`src/ardc_pkg.sv`:
```
// Constants, field layouts and types for the converter result and reference block
// Functional notes
// - Left format: low result bits 7-6
// - Right format: high result bits 1-0
// - Right format: low register holds bits 7-0
// - Unused six result bits load as zero
// - Start bit set starts, cleared when done
// - Generator active only while enable set
// - Thirty-two levels from five-bit code
// - Enabled output follows code over thirty-two
// - Disabled, low-power set, code ones: positive
// - Disabled, low-power clear, code zero: negative
// - Positive source selectable; negative is ground
// - Output routed to comparator, converter, pin, sensing
// - Reset disables generator, pin and code
`default_nettype none
package ardc_pkg;

  // ----------------------------------------------------------------
  // Register map
  // ----------------------------------------------------------------
  localparam logic [11:0] ARDC_OFS_CTL_A = 12'h000;
  localparam logic [11:0] ARDC_OFS_CTL_B = 12'h004;
  localparam logic [11:0] ARDC_OFS_RES_HIGH = 12'h008;
  localparam logic [11:0] ARDC_OFS_RES_LOW = 12'h00C;
  localparam logic [11:0] ARDC_OFS_REF_CTL_A = 12'h010;
  localparam logic [11:0] ARDC_OFS_REF_LEVEL = 12'h014;
  localparam logic [11:0] ARDC_OFS_IRQ_STATUS = 12'h018;
  localparam logic [11:0] ARDC_OFS_IRQ_CLEAR = 12'h01C;
  localparam logic [11:0] ARDC_OFS_IRQ_ENABLE = 12'h020;

  // ----------------------------------------------------------------
  // Field positions
  // ----------------------------------------------------------------
  localparam int ARDC_BIT_ENABLE = 0;
  localparam int ARDC_BIT_GO = 1;
  localparam int ARDC_POS_CHANNEL = 2;
  localparam int ARDC_BIT_FORMAT = 7;
  localparam int ARDC_BIT_REF_EN = 7;
  localparam int ARDC_BIT_REF_LPS = 6;
  localparam int ARDC_BIT_REF_OE = 5;
  localparam int ARDC_POS_REF_PSS = 2;
  localparam int ARDC_BIT_IRQ_DONE = 0;

  // Writable bit masks; unimplemented bits read as zero
  localparam logic [7:0] ARDC_MASK_CTL_B = 8'hF7;
  localparam logic [7:0] ARDC_MASK_REF_CTL_A = 8'hEC;

  // ----------------------------------------------------------------
  // Reset values
  // ----------------------------------------------------------------
  localparam logic [7:0] ARDC_RST_CTL_B = 8'h00;
  localparam logic [7:0] ARDC_RST_RESULT = 8'h00;
  localparam logic [4:0] ARDC_RST_CHANNEL = 5'h00;
  localparam logic [4:0] ARDC_RST_LEVEL = 5'h00;
  localparam logic [4:0] ARDC_LEVEL_ALL_ONES = 5'h1F;
  localparam logic [4:0] ARDC_LEVEL_ALL_ZERO = 5'h00;

  // ----------------------------------------------------------------
  // Timing
  // ----------------------------------------------------------------
  localparam int ARDC_CLK_PERIOD_NS = 100;
  localparam int ARDC_BIT_TIME_NS = 200;
  localparam int ARDC_BIT_CYCLES =
    (ARDC_BIT_TIME_NS + ARDC_CLK_PERIOD_NS - 1) / ARDC_CLK_PERIOD_NS;
  localparam int ARDC_SYNC_STAGES = 2;

  localparam logic [1:0] ARDC_RESP_OKAY = 2'h0;
  localparam logic [1:0] ARDC_RESP_SLVERR = 2'h2;

  // ----------------------------------------------------------------
  // Types
  // ----------------------------------------------------------------
  typedef struct packed {
    logic enable;
    logic lowPower;
    logic pinEnable;
    logic [1:0] posSource;
  } ardc_ref_ctl_t;

  typedef enum logic [2:0] {
    ARDC_SAR_IDLE = 3'h1,
    ARDC_SAR_TRIAL = 3'h2,
    ARDC_SAR_DONE = 3'h4
  } ardc_sar_state_t;

endpackage : ardc_pkg
`default_nettype wire

```
`src/ardc_sar.sv`:
```
// Successive-approximation sequencer producing the ten-bit conversion result
`timescale 1ns/10ps
`default_nettype none
module ardc_sar #(
  parameter int WIDTH = 10,
  parameter int STEP_CYCLES = 4
) (
  input wire logic clk,
  input wire logic rst,
  input wire logic start,
  input wire logic cmpAbove,
  output logic [WIDTH-1:0] trialCode,
  output logic [WIDTH-1:0] result,
  output logic done
);
  import ardc_pkg::*;

  ardc_sar_state_t state_reg;
  logic [$clog2(WIDTH)-1:0] bitIdx_reg;
  logic [$clog2(STEP_CYCLES+1)-1:0] wait_reg;

  // ----------------------------------------------------------------
  // Sequencer
  // ----------------------------------------------------------------
  always_ff @(posedge clk or posedge rst) begin
    if (rst) begin
      state_reg <= ARDC_SAR_IDLE;
      bitIdx_reg <= '0;
      wait_reg <= '0;
      trialCode <= '0;
      result <= '0;
      done <= 1'b0;
    end else begin
      done <= 1'b0;
      unique case (state_reg)
        ARDC_SAR_IDLE: begin
          if (start) begin
            bitIdx_reg <= ($clog2(WIDTH))'(WIDTH - 1);
            trialCode <= {1'b1, {(WIDTH-1){1'b0}}};
            wait_reg <= ($clog2(STEP_CYCLES+1))'(STEP_CYCLES);
            state_reg <= ARDC_SAR_TRIAL;
          end
        end
        ARDC_SAR_TRIAL: begin
          // Comparator path is slow and synchronised, so each trial is held
          if (wait_reg != '0) begin
            wait_reg <= wait_reg - 1'b1;
          end else begin
            trialCode[bitIdx_reg] <= cmpAbove;
            if (bitIdx_reg == '0) begin
              state_reg <= ARDC_SAR_DONE;
            end else begin
              trialCode[bitIdx_reg - 1'b1] <= 1'b1;
              bitIdx_reg <= bitIdx_reg - 1'b1;
              wait_reg <= ($clog2(STEP_CYCLES+1))'(STEP_CYCLES);
            end
          end
        end
        ARDC_SAR_DONE: begin
          result <= trialCode;
          done <= 1'b1;
          state_reg <= ARDC_SAR_IDLE;
        end
      endcase
    end
  end

endmodule : ardc_sar
`default_nettype wire

```
`src/ardc_top.sv`:
```
// Converter result formatting, reference generator control and register slave
`timescale 1ns/10ps
`default_nettype none
module ardc_top #(
  parameter int RESULT_WIDTH = 10,
  parameter int LEVEL_WIDTH = 5
) (
  input wire logic clk,
  input wire logic rst,
  // AXI4-Lite slave
  input wire logic [11:0] s_axi_awaddr,
  input wire logic s_axi_awvalid,
  output logic s_axi_awready,
  input wire logic [31:0] s_axi_wdata,
  input wire logic [3:0] s_axi_wstrb,
  input wire logic s_axi_wvalid,
  output logic s_axi_wready,
  output logic [1:0] s_axi_bresp,
  output logic s_axi_bvalid,
  input wire logic s_axi_bready,
  input wire logic [11:0] s_axi_araddr,
  input wire logic s_axi_arvalid,
  output logic s_axi_arready,
  output logic [31:0] s_axi_rdata,
  output logic [1:0] s_axi_rresp,
  output logic s_axi_rvalid,
  input wire logic s_axi_rready,
  // Analog side of the converter
  input wire logic cmpAbove,
  output logic [RESULT_WIDTH-1:0] sarTrialCode,
  output logic converterEnable,
  output logic [4:0] inputChannelSelect,
  output logic [7:0] convConfig,
  // Reference ladder
  output logic [LEVEL_WIDTH-1:0] refLevelCode,
  output logic refLadderActive,
  output logic refPositiveConnect,
  output logic refNegativeConnect,
  output logic [1:0] ladderPositiveSource,
  output logic refOutputPinEnable,
  output logic refClampPositive,
  output logic refClampNegative,
  output logic irq
);
  import ardc_pkg::*;

  // ----------------------------------------------------------------
  // Register state
  // ----------------------------------------------------------------
  logic goBusy_reg;
  logic [7:0] ctlB_reg;
  logic [7:0] resHigh_reg;
  logic [7:0] resLow_reg;
  ardc_ref_ctl_t refCtl_reg;
  logic [LEVEL_WIDTH-1:0] level_reg;
  logic [0:0] irqStatus_reg;
  logic [0:0] irqEnable_reg;

  // Write channel holding
  logic awHeld_reg;
  logic wHeld_reg;
  logic [11:0] awAddr_reg;
  logic [7:0] wByte_reg;
  logic wLane_reg;
  logic wrFire;
  logic wrHit;
  logic rdHit;
  logic [7:0] rdByte;

  // Converter handshake
  logic cmpSync1_reg;
  logic cmpSync2_reg;
  logic sarStart;
  logic sarDone;
  logic [RESULT_WIDTH-1:0] sarResult;
  logic goWrite;

  // ----------------------------------------------------------------
  // Write address / data capture, either order
  // ----------------------------------------------------------------
  assign wrFire = awHeld_reg && wHeld_reg && !s_axi_bvalid;

  always_ff @(posedge clk or posedge rst) begin
    if (rst) begin
      s_axi_awready <= 1'b0;
      s_axi_wready <= 1'b0;
      awHeld_reg <= 1'b0;
      wHeld_reg <= 1'b0;
      awAddr_reg <= '0;
      wByte_reg <= '0;
      wLane_reg <= 1'b0;
    end else begin
      s_axi_awready <= !awHeld_reg && !(s_axi_awvalid && s_axi_awready) && !wrFire;
      s_axi_wready <= !wHeld_reg && !(s_axi_wvalid && s_axi_wready) && !wrFire;
      if (s_axi_awvalid && s_axi_awready) begin
        awHeld_reg <= 1'b1;
        awAddr_reg <= s_axi_awaddr;
      end else if (wrFire) begin
        awHeld_reg <= 1'b0;
      end
      if (s_axi_wvalid && s_axi_wready) begin
        wHeld_reg <= 1'b1;
        wByte_reg <= s_axi_wdata[7:0];
        wLane_reg <= s_axi_wstrb[0];
      end else if (wrFire) begin
        wHeld_reg <= 1'b0;
      end
    end
  end

  always_comb begin
    unique case (awAddr_reg)
      ARDC_OFS_CTL_A, ARDC_OFS_CTL_B, ARDC_OFS_RES_HIGH, ARDC_OFS_RES_LOW,
      ARDC_OFS_REF_CTL_A, ARDC_OFS_REF_LEVEL, ARDC_OFS_IRQ_STATUS,
      ARDC_OFS_IRQ_CLEAR, ARDC_OFS_IRQ_ENABLE: wrHit = 1'b1;
      default: wrHit = 1'b0;
    endcase
  end

  always_ff @(posedge clk or posedge rst) begin
    if (rst) begin
      s_axi_bvalid <= 1'b0;
      s_axi_bresp <= ARDC_RESP_OKAY;
    end else if (wrFire) begin
      s_axi_bvalid <= 1'b1;
      s_axi_bresp <= wrHit ? ARDC_RESP_OKAY : ARDC_RESP_SLVERR;
    end else if (s_axi_bready) begin
      s_axi_bvalid <= 1'b0;
    end
  end

  // Byte lane 0 carries every field; other lanes are ignored
  function automatic logic wrTo(input logic [11:0] ofs);
    wrTo = wrFire && wLane_reg && (awAddr_reg == ofs);
  endfunction : wrTo

  // ----------------------------------------------------------------
  // Converter control
  // ----------------------------------------------------------------
  assign goWrite = wrTo(ARDC_OFS_CTL_A) && wByte_reg[ARDC_BIT_GO]
    && wByte_reg[ARDC_BIT_ENABLE];
  assign sarStart = goWrite && !goBusy_reg;

  always_ff @(posedge clk or posedge rst) begin
    if (rst) begin
      converterEnable <= 1'b0;
      inputChannelSelect <= ARDC_RST_CHANNEL;
      ctlB_reg <= ARDC_RST_CTL_B;
    end else begin
      if (wrTo(ARDC_OFS_CTL_A)) begin
        converterEnable <= wByte_reg[ARDC_BIT_ENABLE];
        inputChannelSelect <= wByte_reg[ARDC_POS_CHANNEL +: 5];
      end
      if (wrTo(ARDC_OFS_CTL_B)) begin
        ctlB_reg <= wByte_reg & ARDC_MASK_CTL_B;
      end
    end
  end

  always_ff @(posedge clk or posedge rst) begin
    if (rst) begin
      goBusy_reg <= 1'b0;
    end else if (sarStart) begin
      goBusy_reg <= 1'b1;
    end else if (sarDone) begin
      goBusy_reg <= 1'b0;
    end
  end

  // Acquisition timing is software's duty; a start is taken as written
  always_ff @(posedge clk or posedge rst) begin
    if (rst) begin
      cmpSync1_reg <= 1'b0;
      cmpSync2_reg <= 1'b0;
    end else begin
      cmpSync1_reg <= cmpAbove;
      cmpSync2_reg <= cmpSync1_reg;
    end
  end

  ardc_sar #(
    .WIDTH(RESULT_WIDTH),
    .STEP_CYCLES(ARDC_BIT_CYCLES + ARDC_SYNC_STAGES)
  ) u_sar (
    .clk(clk),
    .rst(rst),
    .start(sarStart),
    .cmpAbove(cmpSync2_reg),
    .trialCode(sarTrialCode),
    .result(sarResult),
    .done(sarDone)
  );

  // ----------------------------------------------------------------
  // Result registers: hardware load wins over a software write
  // ----------------------------------------------------------------
  always_ff @(posedge clk or posedge rst) begin
    if (rst) begin
      resHigh_reg <= ARDC_RST_RESULT;
      resLow_reg <= ARDC_RST_RESULT;
    end else if (sarDone) begin
      // Format sampled here, at the finish
      if (ctlB_reg[ARDC_BIT_FORMAT]) begin
        resHigh_reg <= {6'h00, sarResult[9:8]};
        resLow_reg <= sarResult[7:0];
      end else begin
        resHigh_reg <= sarResult[9:2];
        resLow_reg <= {sarResult[1:0], 6'h00};
      end
    end else begin
      if (wrTo(ARDC_OFS_RES_HIGH)) begin
        resHigh_reg <= wByte_reg;
      end
      if (wrTo(ARDC_OFS_RES_LOW)) begin
        resLow_reg <= wByte_reg;
      end
    end
  end

  // ----------------------------------------------------------------
  // Reference generator control
  // ----------------------------------------------------------------
  always_ff @(posedge clk or posedge rst) begin
    if (rst) begin
      refCtl_reg <= '0;
      level_reg <= ARDC_RST_LEVEL;
    end else begin
      if (wrTo(ARDC_OFS_REF_CTL_A)) begin
        refCtl_reg.enable <= wByte_reg[ARDC_BIT_REF_EN];
        refCtl_reg.lowPower <= wByte_reg[ARDC_BIT_REF_LPS];
        refCtl_reg.pinEnable <= wByte_reg[ARDC_BIT_REF_OE];
        refCtl_reg.posSource <= wByte_reg[ARDC_POS_REF_PSS +: 2];
      end
      if (wrTo(ARDC_OFS_REF_LEVEL)) begin
        level_reg <= wByte_reg[LEVEL_WIDTH-1:0];
      end
    end
  end

  // Outputs mirror the control state one cycle later, from flops
  always_ff @(posedge clk or posedge rst) begin
    if (rst) begin
      refLevelCode <= ARDC_RST_LEVEL;
      refLadderActive <= 1'b0;
      refPositiveConnect <= 1'b0;
      refNegativeConnect <= 1'b0;
      ladderPositiveSource <= 2'h0;
      refOutputPinEnable <= 1'b0;
      refClampPositive <= 1'b0;
      refClampNegative <= 1'b0;
      convConfig <= 8'h00;
    end else begin
      // One code feeds comparator, converter channel, pin and sensing
      refLevelCode <= level_reg;
      refLadderActive <= refCtl_reg.enable;
      // Disabled ladder keeps only one end connected to save current
      refPositiveConnect <= refCtl_reg.enable || refCtl_reg.lowPower;
      refNegativeConnect <= refCtl_reg.enable || !refCtl_reg.lowPower;
      ladderPositiveSource <= refCtl_reg.posSource;
      refOutputPinEnable <= refCtl_reg.pinEnable;
      refClampPositive <= !refCtl_reg.enable && refCtl_reg.lowPower
        && (level_reg == ARDC_LEVEL_ALL_ONES);
      refClampNegative <= !refCtl_reg.enable && !refCtl_reg.lowPower
        && (level_reg == ARDC_LEVEL_ALL_ZERO);
      convConfig <= ctlB_reg;
    end
  end

  // ----------------------------------------------------------------
  // Interrupt: sticky done flag, set beats clear
  // ----------------------------------------------------------------
  always_ff @(posedge clk or posedge rst) begin
    if (rst) begin
      irqStatus_reg <= '0;
      irqEnable_reg <= '0;
      irq <= 1'b0;
    end else begin
      if (sarDone) begin
        irqStatus_reg[ARDC_BIT_IRQ_DONE] <= 1'b1;
      end else if (wrTo(ARDC_OFS_IRQ_CLEAR) && wByte_reg[ARDC_BIT_IRQ_DONE]) begin
        irqStatus_reg[ARDC_BIT_IRQ_DONE] <= 1'b0;
      end
      if (wrTo(ARDC_OFS_IRQ_ENABLE)) begin
        irqEnable_reg <= wByte_reg[0:0];
      end
      irq <= |(irqStatus_reg & irqEnable_reg);
    end
  end

  // ----------------------------------------------------------------
  // Read channel
  // ----------------------------------------------------------------
  always_comb begin
    rdHit = 1'b1;
    rdByte = 8'h00;
    unique case (s_axi_araddr)
      ARDC_OFS_CTL_A: rdByte = {1'b0, inputChannelSelect, goBusy_reg, converterEnable};
      ARDC_OFS_CTL_B: rdByte = ctlB_reg;
      ARDC_OFS_RES_HIGH: rdByte = resHigh_reg;
      ARDC_OFS_RES_LOW: rdByte = resLow_reg;
      ARDC_OFS_REF_CTL_A: rdByte = {refCtl_reg.enable, refCtl_reg.lowPower,
        refCtl_reg.pinEnable, 1'b0, refCtl_reg.posSource, 2'h0};
      ARDC_OFS_REF_LEVEL: rdByte = {3'h0, level_reg};
      ARDC_OFS_IRQ_STATUS: rdByte = {7'h00, irqStatus_reg};
      ARDC_OFS_IRQ_CLEAR: rdByte = 8'h00;
      ARDC_OFS_IRQ_ENABLE: rdByte = {7'h00, irqEnable_reg};
      default: rdHit = 1'b0;
    endcase
  end

  always_ff @(posedge clk or posedge rst) begin
    if (rst) begin
      s_axi_arready <= 1'b0;
      s_axi_rvalid <= 1'b0;
      s_axi_rdata <= 32'h0000_0000;
      s_axi_rresp <= ARDC_RESP_OKAY;
    end else begin
      s_axi_arready <= !s_axi_rvalid && !(s_axi_arvalid && s_axi_arready);
      if (s_axi_arvalid && s_axi_arready) begin
        s_axi_rvalid <= 1'b1;
        s_axi_rdata <= {24'h000000, rdByte};
        s_axi_rresp <= rdHit ? ARDC_RESP_OKAY : ARDC_RESP_SLVERR;
      end else if (s_axi_rready) begin
        s_axi_rvalid <= 1'b0;
      end
    end
  end

endmodule : ardc_top
`default_nettype wire

```
`config.mk`:
```
export PLATFORM = sky130hd
export DESIGN_NAME = ardc_top
export DESIGN_NICKNAME = d
export VERILOG_FILES = /design/src/ardc_pkg.sv /design/src/ardc_sar.sv /design/src/ardc_top.sv
export SDC_FILE = /design/constraint.sdc
export NUM_CORES = 1
export LEC_CHECK = 0
export ABC_AREA = 1
export ABC_CLOCK_PERIOD_IN_PS = 4290
export CAP_MARGIN = 10
export CORE_MARGIN = 8
export CORE_UTILIZATION = 26
export CTS_CLUSTER_DIAMETER = 100
export DETAILED_ROUTE_END_ITERATION = 8
export DONT_BUFFER_PORTS = 1
export GPL_TIMING_DRIVEN = 0
export PLACE_DENSITY_LB_ADDON = 0.15
export SLEW_MARGIN = 0
export SYNTH_ARGS = -nofsm -noshare
export SYNTH_HDL_FRONTEND = slang
export SYNTH_SLANG_ARGS = --single-unit
```
`constraint.sdc`:
```
create_clock -name clk -period 4.29 [get_ports clk]
set_clock_uncertainty 0.2 [all_clocks]
set_input_delay 0.429 -clock clk [delete_from_list [all_inputs] [get_ports clk]]
set_output_delay 0.429 -clock clk [all_outputs]
set_load 0.02 [all_outputs]
```
Word-level counts from Yosys, hierarchy flattened --
Index checks and enable logic that the tools add are counted.
Storage, ports and cells: flip-flop bits (word level) 136, latch bits 0, RAM bits 0, ROM bits 0, input bits 68, output and inout port bits 79, word-level logic and storage cells 183, memories 0
Operators by class: add/sub/neg operators 2, multipliers 0, div/mod/pow operators 0, order comparisons 4, equality and inequality tests 25, shift-type cells 0, mux-type cells 44, bitwise logic cells 2, reductions and logical operators 62
Operators with widths (number):
- $eq 12x5->1 const B | 8
- $pmux 8 s8 | 1
- $eq 12x4->1 const B | 4
- $mux 8 | 6
- $mux 10 | 3
- $logic_and 1x1->1 | 29
- $eq 12x3->1 const B | 2
- $eq 12x6->1 const B | 2
- $logic_not 12->1 | 2
- $pmux 10 s2 | 1
- $mux 3 | 6
- $reduce_bool 2->1 | 9
- $reduce_or 9->1 | 2
- $mux 1 | 16
- $mux 4 | 3
- $logic_not 1->1 | 11
- $bwmux 10 | 1
- $lt 4x5->1 const B | 2
- $or 10x10->10 | 1
- $pmux 3 s3 | 1
- $reduce_and 3->1 | 3
- $demux 1 s4 | 2
- $ge 4x1->1 const B | 2
- $pmux 4 s2 | 1
- 17 further kinds | 21

Longest topological paths before layout --
Gate-level depths: netlist (run 1).
depth after elaboration 9, depth in mapped cells 11, depth with buffers taken out 11

By module --
From an unflattened synthesis (run 1), not the netlist that was laid out.
Second synthesis, totals: cells, all modules 786, area, all modules 6680.2 um2
By module, submodules not included:
- ardc_top | instances 1, cells an instance 573, area each 4892.2 um2, seq. area each 2577.5 um2
- ardc_sar | instances 1, cells an instance 213, area each 1788.0 um2, seq. area each 777.0 um2

Worst setup path before layout (run 1) --
OpenSTA, ideal clock, no wires.
path type register to register, from register s_axi_bvalid, to register u_sar.trialCode[9], arrival 1.449 ns, setup slack 2.525 ns, cell stages (with the launch flop) 9, cell sequence dfrtp_1 inv_1 nand3_2 nor2_8 nand4_4 o21bai_4 nand2_4 nand2_1 nand2_1
On the way: cells in the longest elaborated chain, start to end 9
Ends and longest elaborated chain:
- start: declaration | line ardc_top.sv:19 | output logic s_axi_bvalid,
- start signal: assignment | line ardc_top.sv:122 | s_axi_bvalid <= 1'b0;
- start signal: assignment | line ardc_top.sv:125 | s_axi_bvalid <= 1'b1;
- start signal: assignment | line ardc_top.sv:128 | s_axi_bvalid <= 1'b0;
- $logic_not 1->1 | line ardc_top.sv:81 | assign wrFire = awHeld_reg && wHeld_reg && !s_axi_bvalid;
- $logic_and 1x1->1 | line ardc_top.sv:81
- $logic_and 1x1->1 (2 in a row) | line ardc_top.sv:134 | wrTo = wrFire && wLane_reg && (awAddr_reg == ofs);
- $logic_and 1x1->1 | line ardc_top.sv:140 | assign goWrite = wrTo(ARDC_OFS_CTL_A) && wByte_reg[ARDC_BIT_GO]
- $logic_and 1x1->1 | line ardc_top.sv:141 | && wByte_reg[ARDC_BIT_ENABLE];
- $logic_and 1x1->1 | line ardc_top.sv:142 | assign sarStart = goWrite && !goBusy_reg;
- $ne 2x2->1 (no source line)
- $reduce_and 3->1 (no source line)
- end signal: assignment | line ardc_sar.sv:39 | trialCode <= {1'b1, {(WIDTH-1){1'b0}}};
- end signal: indexed assignment | line ardc_sar.sv:49 | trialCode[bitIdx_reg] <= cmpAbove;
- end: declaration | line ardc_sar.sv:12 | output logic [WIDTH-1:0] trialCode,
Every way passes these cells. A chain may end at the register's enable or synchronous reset.

Worst setup path in the final report (run 1) --
from register u_sar.bitIdx_reg[0], to register u_sar.trialCode[3]
On the way: cells in the longest elaborated chain, start to end 9, elaborated cells between the ends (all ways) 17, those cells by class add/sub (1); order compare (4); mux (8); bitwise (1); reduce/logical (3)
Ends and longest elaborated chain:
- start: declaration | line ardc_sar.sv:19 | logic [$clog2(WIDTH)-1:0] bitIdx_reg;
- start signal: assignment | line ardc_sar.sv:38 | bitIdx_reg <= ($clog2(WIDTH))'(WIDTH - 1);
- start signal: assignment | line ardc_sar.sv:54 | bitIdx_reg <= bitIdx_reg - 1'b1;
- $sub 4x1->4 (tied with other cells) | line ardc_sar.sv:53 | trialCode[bitIdx_reg - 1'b1] <= 1'b1;
- $lt 4x5->1 (implied by the code) (tied with other cells) | line ardc_sar.sv:53
- $logic_and 1x1->1 (implied by the code) / $mux 1 (equally long branches) | line ardc_sar.sv:53, ardc_sar.sv:49
- $mux 1 (implied by the code) / $demux 1 s4 (equally long branches)
- $demux 1 s4 / $bwmux 10 (equally long branches)
- $or 10x10->10 (no source line)
- $mux 10 (*) | line ardc_sar.sv:50 | if (bitIdx_reg == '0) begin
- $mux 10 (*) | line ardc_sar.sv:46 | if (wait_reg != '0) begin
- $pmux 10 s2 (*) | line ardc_sar.sv:35 | unique case (state_reg)
Every way passes the cells marked *; elsewhere a longest branch is shown, timed or not. The select of a mux whose other input is x is not followed.

==> run_results.csv, run 1 <==
group,metric,value,unit
timing,period_minus_slack,2.09,ns
drt,totalWireLength,18500,µm
clocking,clockBufferDepth,2,
floorplanning,dieArea,30200,µm²
global_route,grt_max_degree,78,
job,drv_cap,0,
worst_setup_path,r2r-start,"u_sar.bitIdx_reg[0]",
synthesis,synth.distinct_cells,39,
timing,relSlewSlack,0.480,
place,pre_cts_ws,2.19,ns
synthesis,synthArstFlopShare,1.00,
synthesis,ys_seq_area_frac,0.517,
global_route,grt_pass1_wl,30200,µm
clocking,cts_tree,"done",
place,place_congestion,0.838,
finish,drive_gt1_frac,0.126,
synthesis,synthTopCellsByArea,"dfrtp_1 51%, nand2_1 15%, o21ai_0 5.2%, nand3_1 4.6%, inv_1 4.2%",
global_route,grt_pass1_vias,5240,
clocking,htree_levels,4,
power,p_per_area,613,nW/µm²
worst_setup_path,startpoint_type,"flop",
timing,maxSlewViolCount,0,
min_path,hold_start,"s_axi_wvalid",
finish,largest_register_ffs,12,
timing,finalWorstSetupSlack,2.20,ns
status,outcome,"completed",
worst_setup_path,path_max_fanout,6,
timing,final_hold_viol_count,0,
finish,fin_area,7850,µm²
timing,fin_hold_ws,0.00892,ns
timing,setup_viol,0,
synthesis,yosys.area.top_type,"dfrtp_1",
global_route,grt.overflow.total,0,
global_route,antenna_found_initial,0,
floorplanning,ios,147,
min_path,hold_end,"wHeld_reg",
floorplanning,die_x,174,µm
synthesis,yosys_most_used_dff,"dfrtp_1",
floorplanning,core-area,24400,µm²
worst_setup_path,r2r_cells,11,
synthesis,synth_top_area_share,0.513,
floorplanning,die_h,174,µm
power,ir_drop,0.000245,V
place,dp.cells,1143,
finish,fin_util,0.322,
drt,wire_per_inst,15.4,µm
drt,dr.pass1.iters,4,
synthesis,ys_warn_count,0,
clocking,cts_resized,0,
worst_setup_path,r2r_slack,2.20,ns
worst_setup_path,worstSetupEndpointType,"flop",
synthesis,syn_area,6480,µm²
place,hpwlAfterDp,13700,µm
floorplanning,start_util,0.266,
synthesis,yosysMostFrequentCell,"nand2_1",
place,portBuffers,0,
floorplanning,rows,57,
timing,max_freq,478,MHz
timing,tns,0,ns
finish,finalNonFillerCells,1200,
finish,antenna_cells,0,
synthesis,synthCells,792,
worst_setup_path,rr_endpoint,"u_sar.trialCode[3]",
clocking,clock_latency,0.43,ns
drt,route.detailed.drc,0,
worst_setup_path,critical_path_class,"flop to flop",
min_path,hold_depth,2,
finish,areaGrowthSynthToFinish,21.1,%
synthesis,synth_edf_count,0,
synthesis,ys_ff_latch,134,
drt,drt_iter0_drc,340,
drt,vias,5186,
drt,drtAntennaViolNets,0,
worst_setup_path,crit_required,4.46,ns
global_route,grt_usage,0.125,
timing,rsz0062_at_grt,"false",
synthesis,ys_top_cells_by_count,"255 x nand2_1, 133 x dfrtp_1, 72 x inv_1",
min_path,worst_hold_path_type,"input pin to flop",
timing,finalCritPeriodShare,0.488,
clocking,clkTransAtPathRegs,0.06,ns
timing,tightest_slew,0.780,ns
power,total_power,4.81,mW
drt,vias_per_cell,4.32,
worst_setup_path,arrival,2.26,ns
power,p_leak,3.87,nW
clocking,cts_root_buffer,"clkbuf_16",
synthesis,syn_avg_cell_area,8.18,µm²
place,place_area,7020,µm²
finish,nNetsFinal,938,
clocking,cts.sinks,134,
clocking,cts_inserted_buffers,17,
## kinds of logic (layout without fill, tap and decap cells)
group	Yosys count	in the layout	share of synthesized area
adder cells (fa/ha/maj)	7	7	0.0135
other	1	27	0.000578
AND/OR/NAND/NOR	413	413	0.283
flip-flops	134	134	0.517
buffers and inverters	126	184	0.0913
AO/OA/AOI/OAI	111	111	0.0944
## placed cells by master, fill, tap and decap left out, types with 2 or more instances in the layout
cell type / instances
clkbuf_16: 17
nand2_2: 3
inv_1: 71
conb_1: 27
or2_2: 3
nand2_1: 255
nand3_2: 6
nor3_2: 3
inv_8: 5
nor2_1: 52
buf_4: 30
clkinv_1: 2
a31oi_1: 7
nor2_2: 6
dfrtp_1: 133
nand4_1: 9
ha_1: 7
nor2_8: 2
o211ai_1: 2
dlygate4sd3_1: 25
inv_2: 8
buf_2: 5
inv_6: 7
o22ai_1: 10
clkbuf_1: 9
nand3_1: 59
nor2_4: 3
nor4_1: 3
o21ai_0: 68
clkinv_2: 2
nor3_1: 4
a21oi_1: 18
## timing repair
item,in CTS,in global routing
hold endpoints to repair,99,0
hold buffers,25,0
setup buffers,0,0
## worst max-delay path by stage
stage / from / end / slack [ns] / depth (start not counted)
3_3_place_gp: rst / s_axi_rvalid / -1.83 / 1
3_5_place_dp: s_axi_bvalid / u_sar.trialCode[6] / 2.19 / 8
2_1_floorplan: rst / awAddr_reg[0] / 0.08 / 1
4_1_cts: s_axi_bvalid / u_sar.trialCode[6] / 2.18 / 8
5_1_grt: u_sar.bitIdx_reg[0] / u_sar.trialCode[3] / 2.00 / 11
6_report: u_sar.bitIdx_reg[0] / u_sar.trialCode[3] / 2.20 / 11
## area by class of cell
type	count	area, µm²
multi-input combinational	558	2630
sequential	134	3350
inverter	82	313
clock buffer	17	425
tap	324	405
fill	2618	16500
timing repair buffer	26	278
clock inverter	15	156
buffer	44	284
## layer usage
layer / share of wire / vias up / track usage
met4: 0.010 / 0 / 0.0381
li1: - / 2647 / -
met1: 0.47 / 2415 / 0.164
met3: 0.058 / 13 / 0.0392
met5: 0 / - / 0
met2: 0.46 / 111 / 0.195
## report_power, final
part	switching, mW	leakage [nW]	internal [mW]	total, mW
Combinational	0.973	1.83	0.463	1.44
Sequential	0.333	1.75	1.58	1.91
Clock	0.644	0.289	0.826	1.47
Total	1.95	3.87	2.86	4.81
## worst max-delay path, cell delays in order, from the launching register on
cell	delay, ns
dfrtp_1	0.44
inv_1	0.13
ha_1	0.25
inv_1	0.06
nand2_1	0.04
nand2_1	0.15
inv_1	0.07
nor2_1	0.26
nand2_1	0.10
a21oi_1	0.16
nand3_1	0.09
nand2_1	0.07
Note: power is estimated with default switching activity, not from simulation.
==> run 2, diff against run 1 <==
--- a/config.mk
+++ b/config.mk
@@ -6,7 +6,7 @@
 export NUM_CORES = 1
 export LEC_CHECK = 0
 export ABC_AREA = 1
-export ABC_CLOCK_PERIOD_IN_PS = 4290
+export ABC_CLOCK_PERIOD_IN_PS = 1900
 export CAP_MARGIN = 10
 export CORE_MARGIN = 8
 export CORE_UTILIZATION = 26
==> constraint.sdc (replaced) <==
create_clock -name clk -period 1.9 [get_ports clk]
set_clock_uncertainty 0.2 [all_clocks]
set_input_delay 0.19 -clock clk [delete_from_list [all_inputs] [get_ports clk]]
set_output_delay 0.19 -clock clk [all_outputs]
set_load 0.02 [all_outputs]
==> run_results.csv, run 2 (synthesized netlist as in run 1, its figures left out) <==
group,metric,value,unit
global_route,grt_pass1_wl,30300,µm
timing,finalCritPeriodShare,0.964,
drt,dr.pass1.iters,4,
global_route,grt_max_degree,40,
drt,drt_iter0_drc,340,
finish,areaGrowthSynthToFinish,29.6,%
floorplanning,rows,57,
floorplanning,ios,147,
clocking,htree_levels,4,
drt,route.detailed.drc,0,
finish,final_common_cell,"nand2_1",
clocking,cts_root_buffer,"clkbuf_16",
drt,vias_per_cell,4.30,
clocking,cts.sinks,134,
timing,maxSlewViolCount,0,
finish,largest_register_ffs,12,
clocking,clock_latency,0.42,ns
floorplanning,dieArea,30200,µm²
clocking,cts_tree,"done",
floorplanning,die_x,174,µm
worst_setup_path,crit_required,2.01,ns
status,outcome,"completed",
drt,wire_per_inst,15.4,µm
floorplanning,core-area,24400,µm²
worst_setup_path,max_stage_delay,0.38,ns
timing,tightest_slew,0.521,ns
worst_setup_path,startpoint_type,"flop",
worst_setup_path,cp_slowest_cell,"dfrtp_1",
power,p_leak,4.07,nW
worst_setup_path,path_cells,"nor2_1, nand2_2, nor2_8, nand4_4, o21bai_4, buf_12, nand2_4, nand2_1, nand2_1",
place,place_congestion,0.836,
worst_setup_path,worstSetupEndpointType,"flop",
global_route,grt.overflow.total,0,
drt,drtAntennaViolNets,0,
place,portBuffers,0,
timing,relSlewSlack,0.653,
timing,fin_hold_ws,0.0744,ns
finish,drive_gt1_frac,0.189,
finish,final_cell_mix,"234 x nand2_1, 131 x dfrtp_1, 68 x o21ai_0",
finish,nNetsFinal,971,
global_route,antenna_found_initial,0,
clocking,clkTransAtPathRegs,0.06,ns
worst_setup_path,critical_path_class,"flop to flop",
worst_setup_path,path_max_fanout,5,
worst_setup_path,path_common_cell,"nand2_1",
global_route,grt_usage,0.127,
floorplanning,die_h,174,µm
worst_setup_path,arrival,1.94,ns
drt,totalWireLength,19000,µm
power,total_power,11.6,mW
timing,max_freq,546,MHz
global_route,grt_pass1_vias,5310,
drt,vias,5303,
timing,setup_viol,0,
clocking,clockBufferDepth,2,
finish,fillerInstances,2537,
timing,final_hold_viol_count,0,
timing,rsz0062_at_grt,"true",
finish,antenna_cells,0,
clocking,cts_inserted_buffers,17,
job,drv_cap,0,
power,ir_drop,0.000651,V
floorplanning,start_util,0.266,
place,hpwlAfterDp,14000,µm
power,p_per_area,1380,nW/µm²
timing,period_minus_slack,1.83,ns
min_path,worst_hold_path_type,"input pin to asynchronous set/reset pin",
[run 2: cell count changes in the layout (fill, tap and decap cells not counted), moves of 5 or more]
cell / delta
buf_4: +19
dlygate4sd3_1: +11
nand2_2: +18
nand2_1: -21
clkinvlp_4: +5
[run 2: report_power, final]
part | switching (mW) | internal (mW) | leakage (nW) | total, mW
Combinational | 2.49 | 1.37 | 2.04 | 3.86
Sequential | 0.790 | 3.56 | 1.75 | 4.35
Clock | 1.39 | 1.97 | 0.285 | 3.37
Total | 4.68 | 6.91 | 4.07 | 11.6
[run 2: path summary, 6_finish.rpt]
check / start / end / slack, ns / depth (start not counted)
max: awAddr_reg[8] / u_sar.trialCode[3] / 0.07 / 9
min: rst / awAddr_reg[0] / 0.07 / 2
max reg2reg: awAddr_reg[8] / u_sar.trialCode[3] / 0.07 / 9
min reg2reg: cmpSync1_reg / cmpSync2_reg / 0.15 / 0
max in group asynchronous: rst / u_sar.state_reg[0] / 0.60 / 4
min in group clk: s_axi_araddr[3] / s_axi_rdata[0] / 0.08 / 8
[run 2: worst max-delay path, delay by kind of cell (launching register included)]
kind	cells	cell delay, ns
DFF	1	0.38
and+or+nand+nor	7	0.81
AOI/OAI and AO/OA	1	0.17
buffers and inverters	1	0.14
[run 2: layout make-up]
cell class              count  area (µm²)  area share
repair buffers             63         641      0.0762
clock inverters            14         165      0.0197
plain buffers              39         262      0.0311
well taps                 324         405      0.0482
clock buffers              18         429      0.0511
flip-flops and latches    134        3360       0.399
multi-input cells         559        2820       0.335
inverters                  82         328      0.0390
[run 2: layer usage]
metal / track usage / wire length [µm]
met1: 0.161 / 8690
met2: 0.201 / 9000
met3: 0.0440 / 1080
met4: 0.0363 / 183
met5: 0 / 0
[run 2: per-stage QoR]
step / cell area (µm²) / utilization / cells / TNS [ns] / setup slack [ns]
floorplan: 6580 / - / 818 / -20.53 / -0.154
global placement: 6990 / 0.287 / 1142 / -145.52 / -1.09
detailed placement: 7080 / 0.290 / 1146 / -2.75 / -0.179
CTS: 8160 / 0.334 / 1226 / -0.152 / -0.0235
global route: 8400 / 0.345 / 1233 / -0.322 / -0.0689
finish: 8400 / 0.345 / 1233 / 0 / 0.0684
[run 2: what timing repair did]
item | CTS | global route
setup buffers | 11 | 12
cloned | 1 | 0
hold endpoints to repair | 85 | 0
gates resized for setup | 11 | 48
hold buffers | 36 | 0
setup endpoints to repair | 36 | 77
pin swaps | 13 | 8
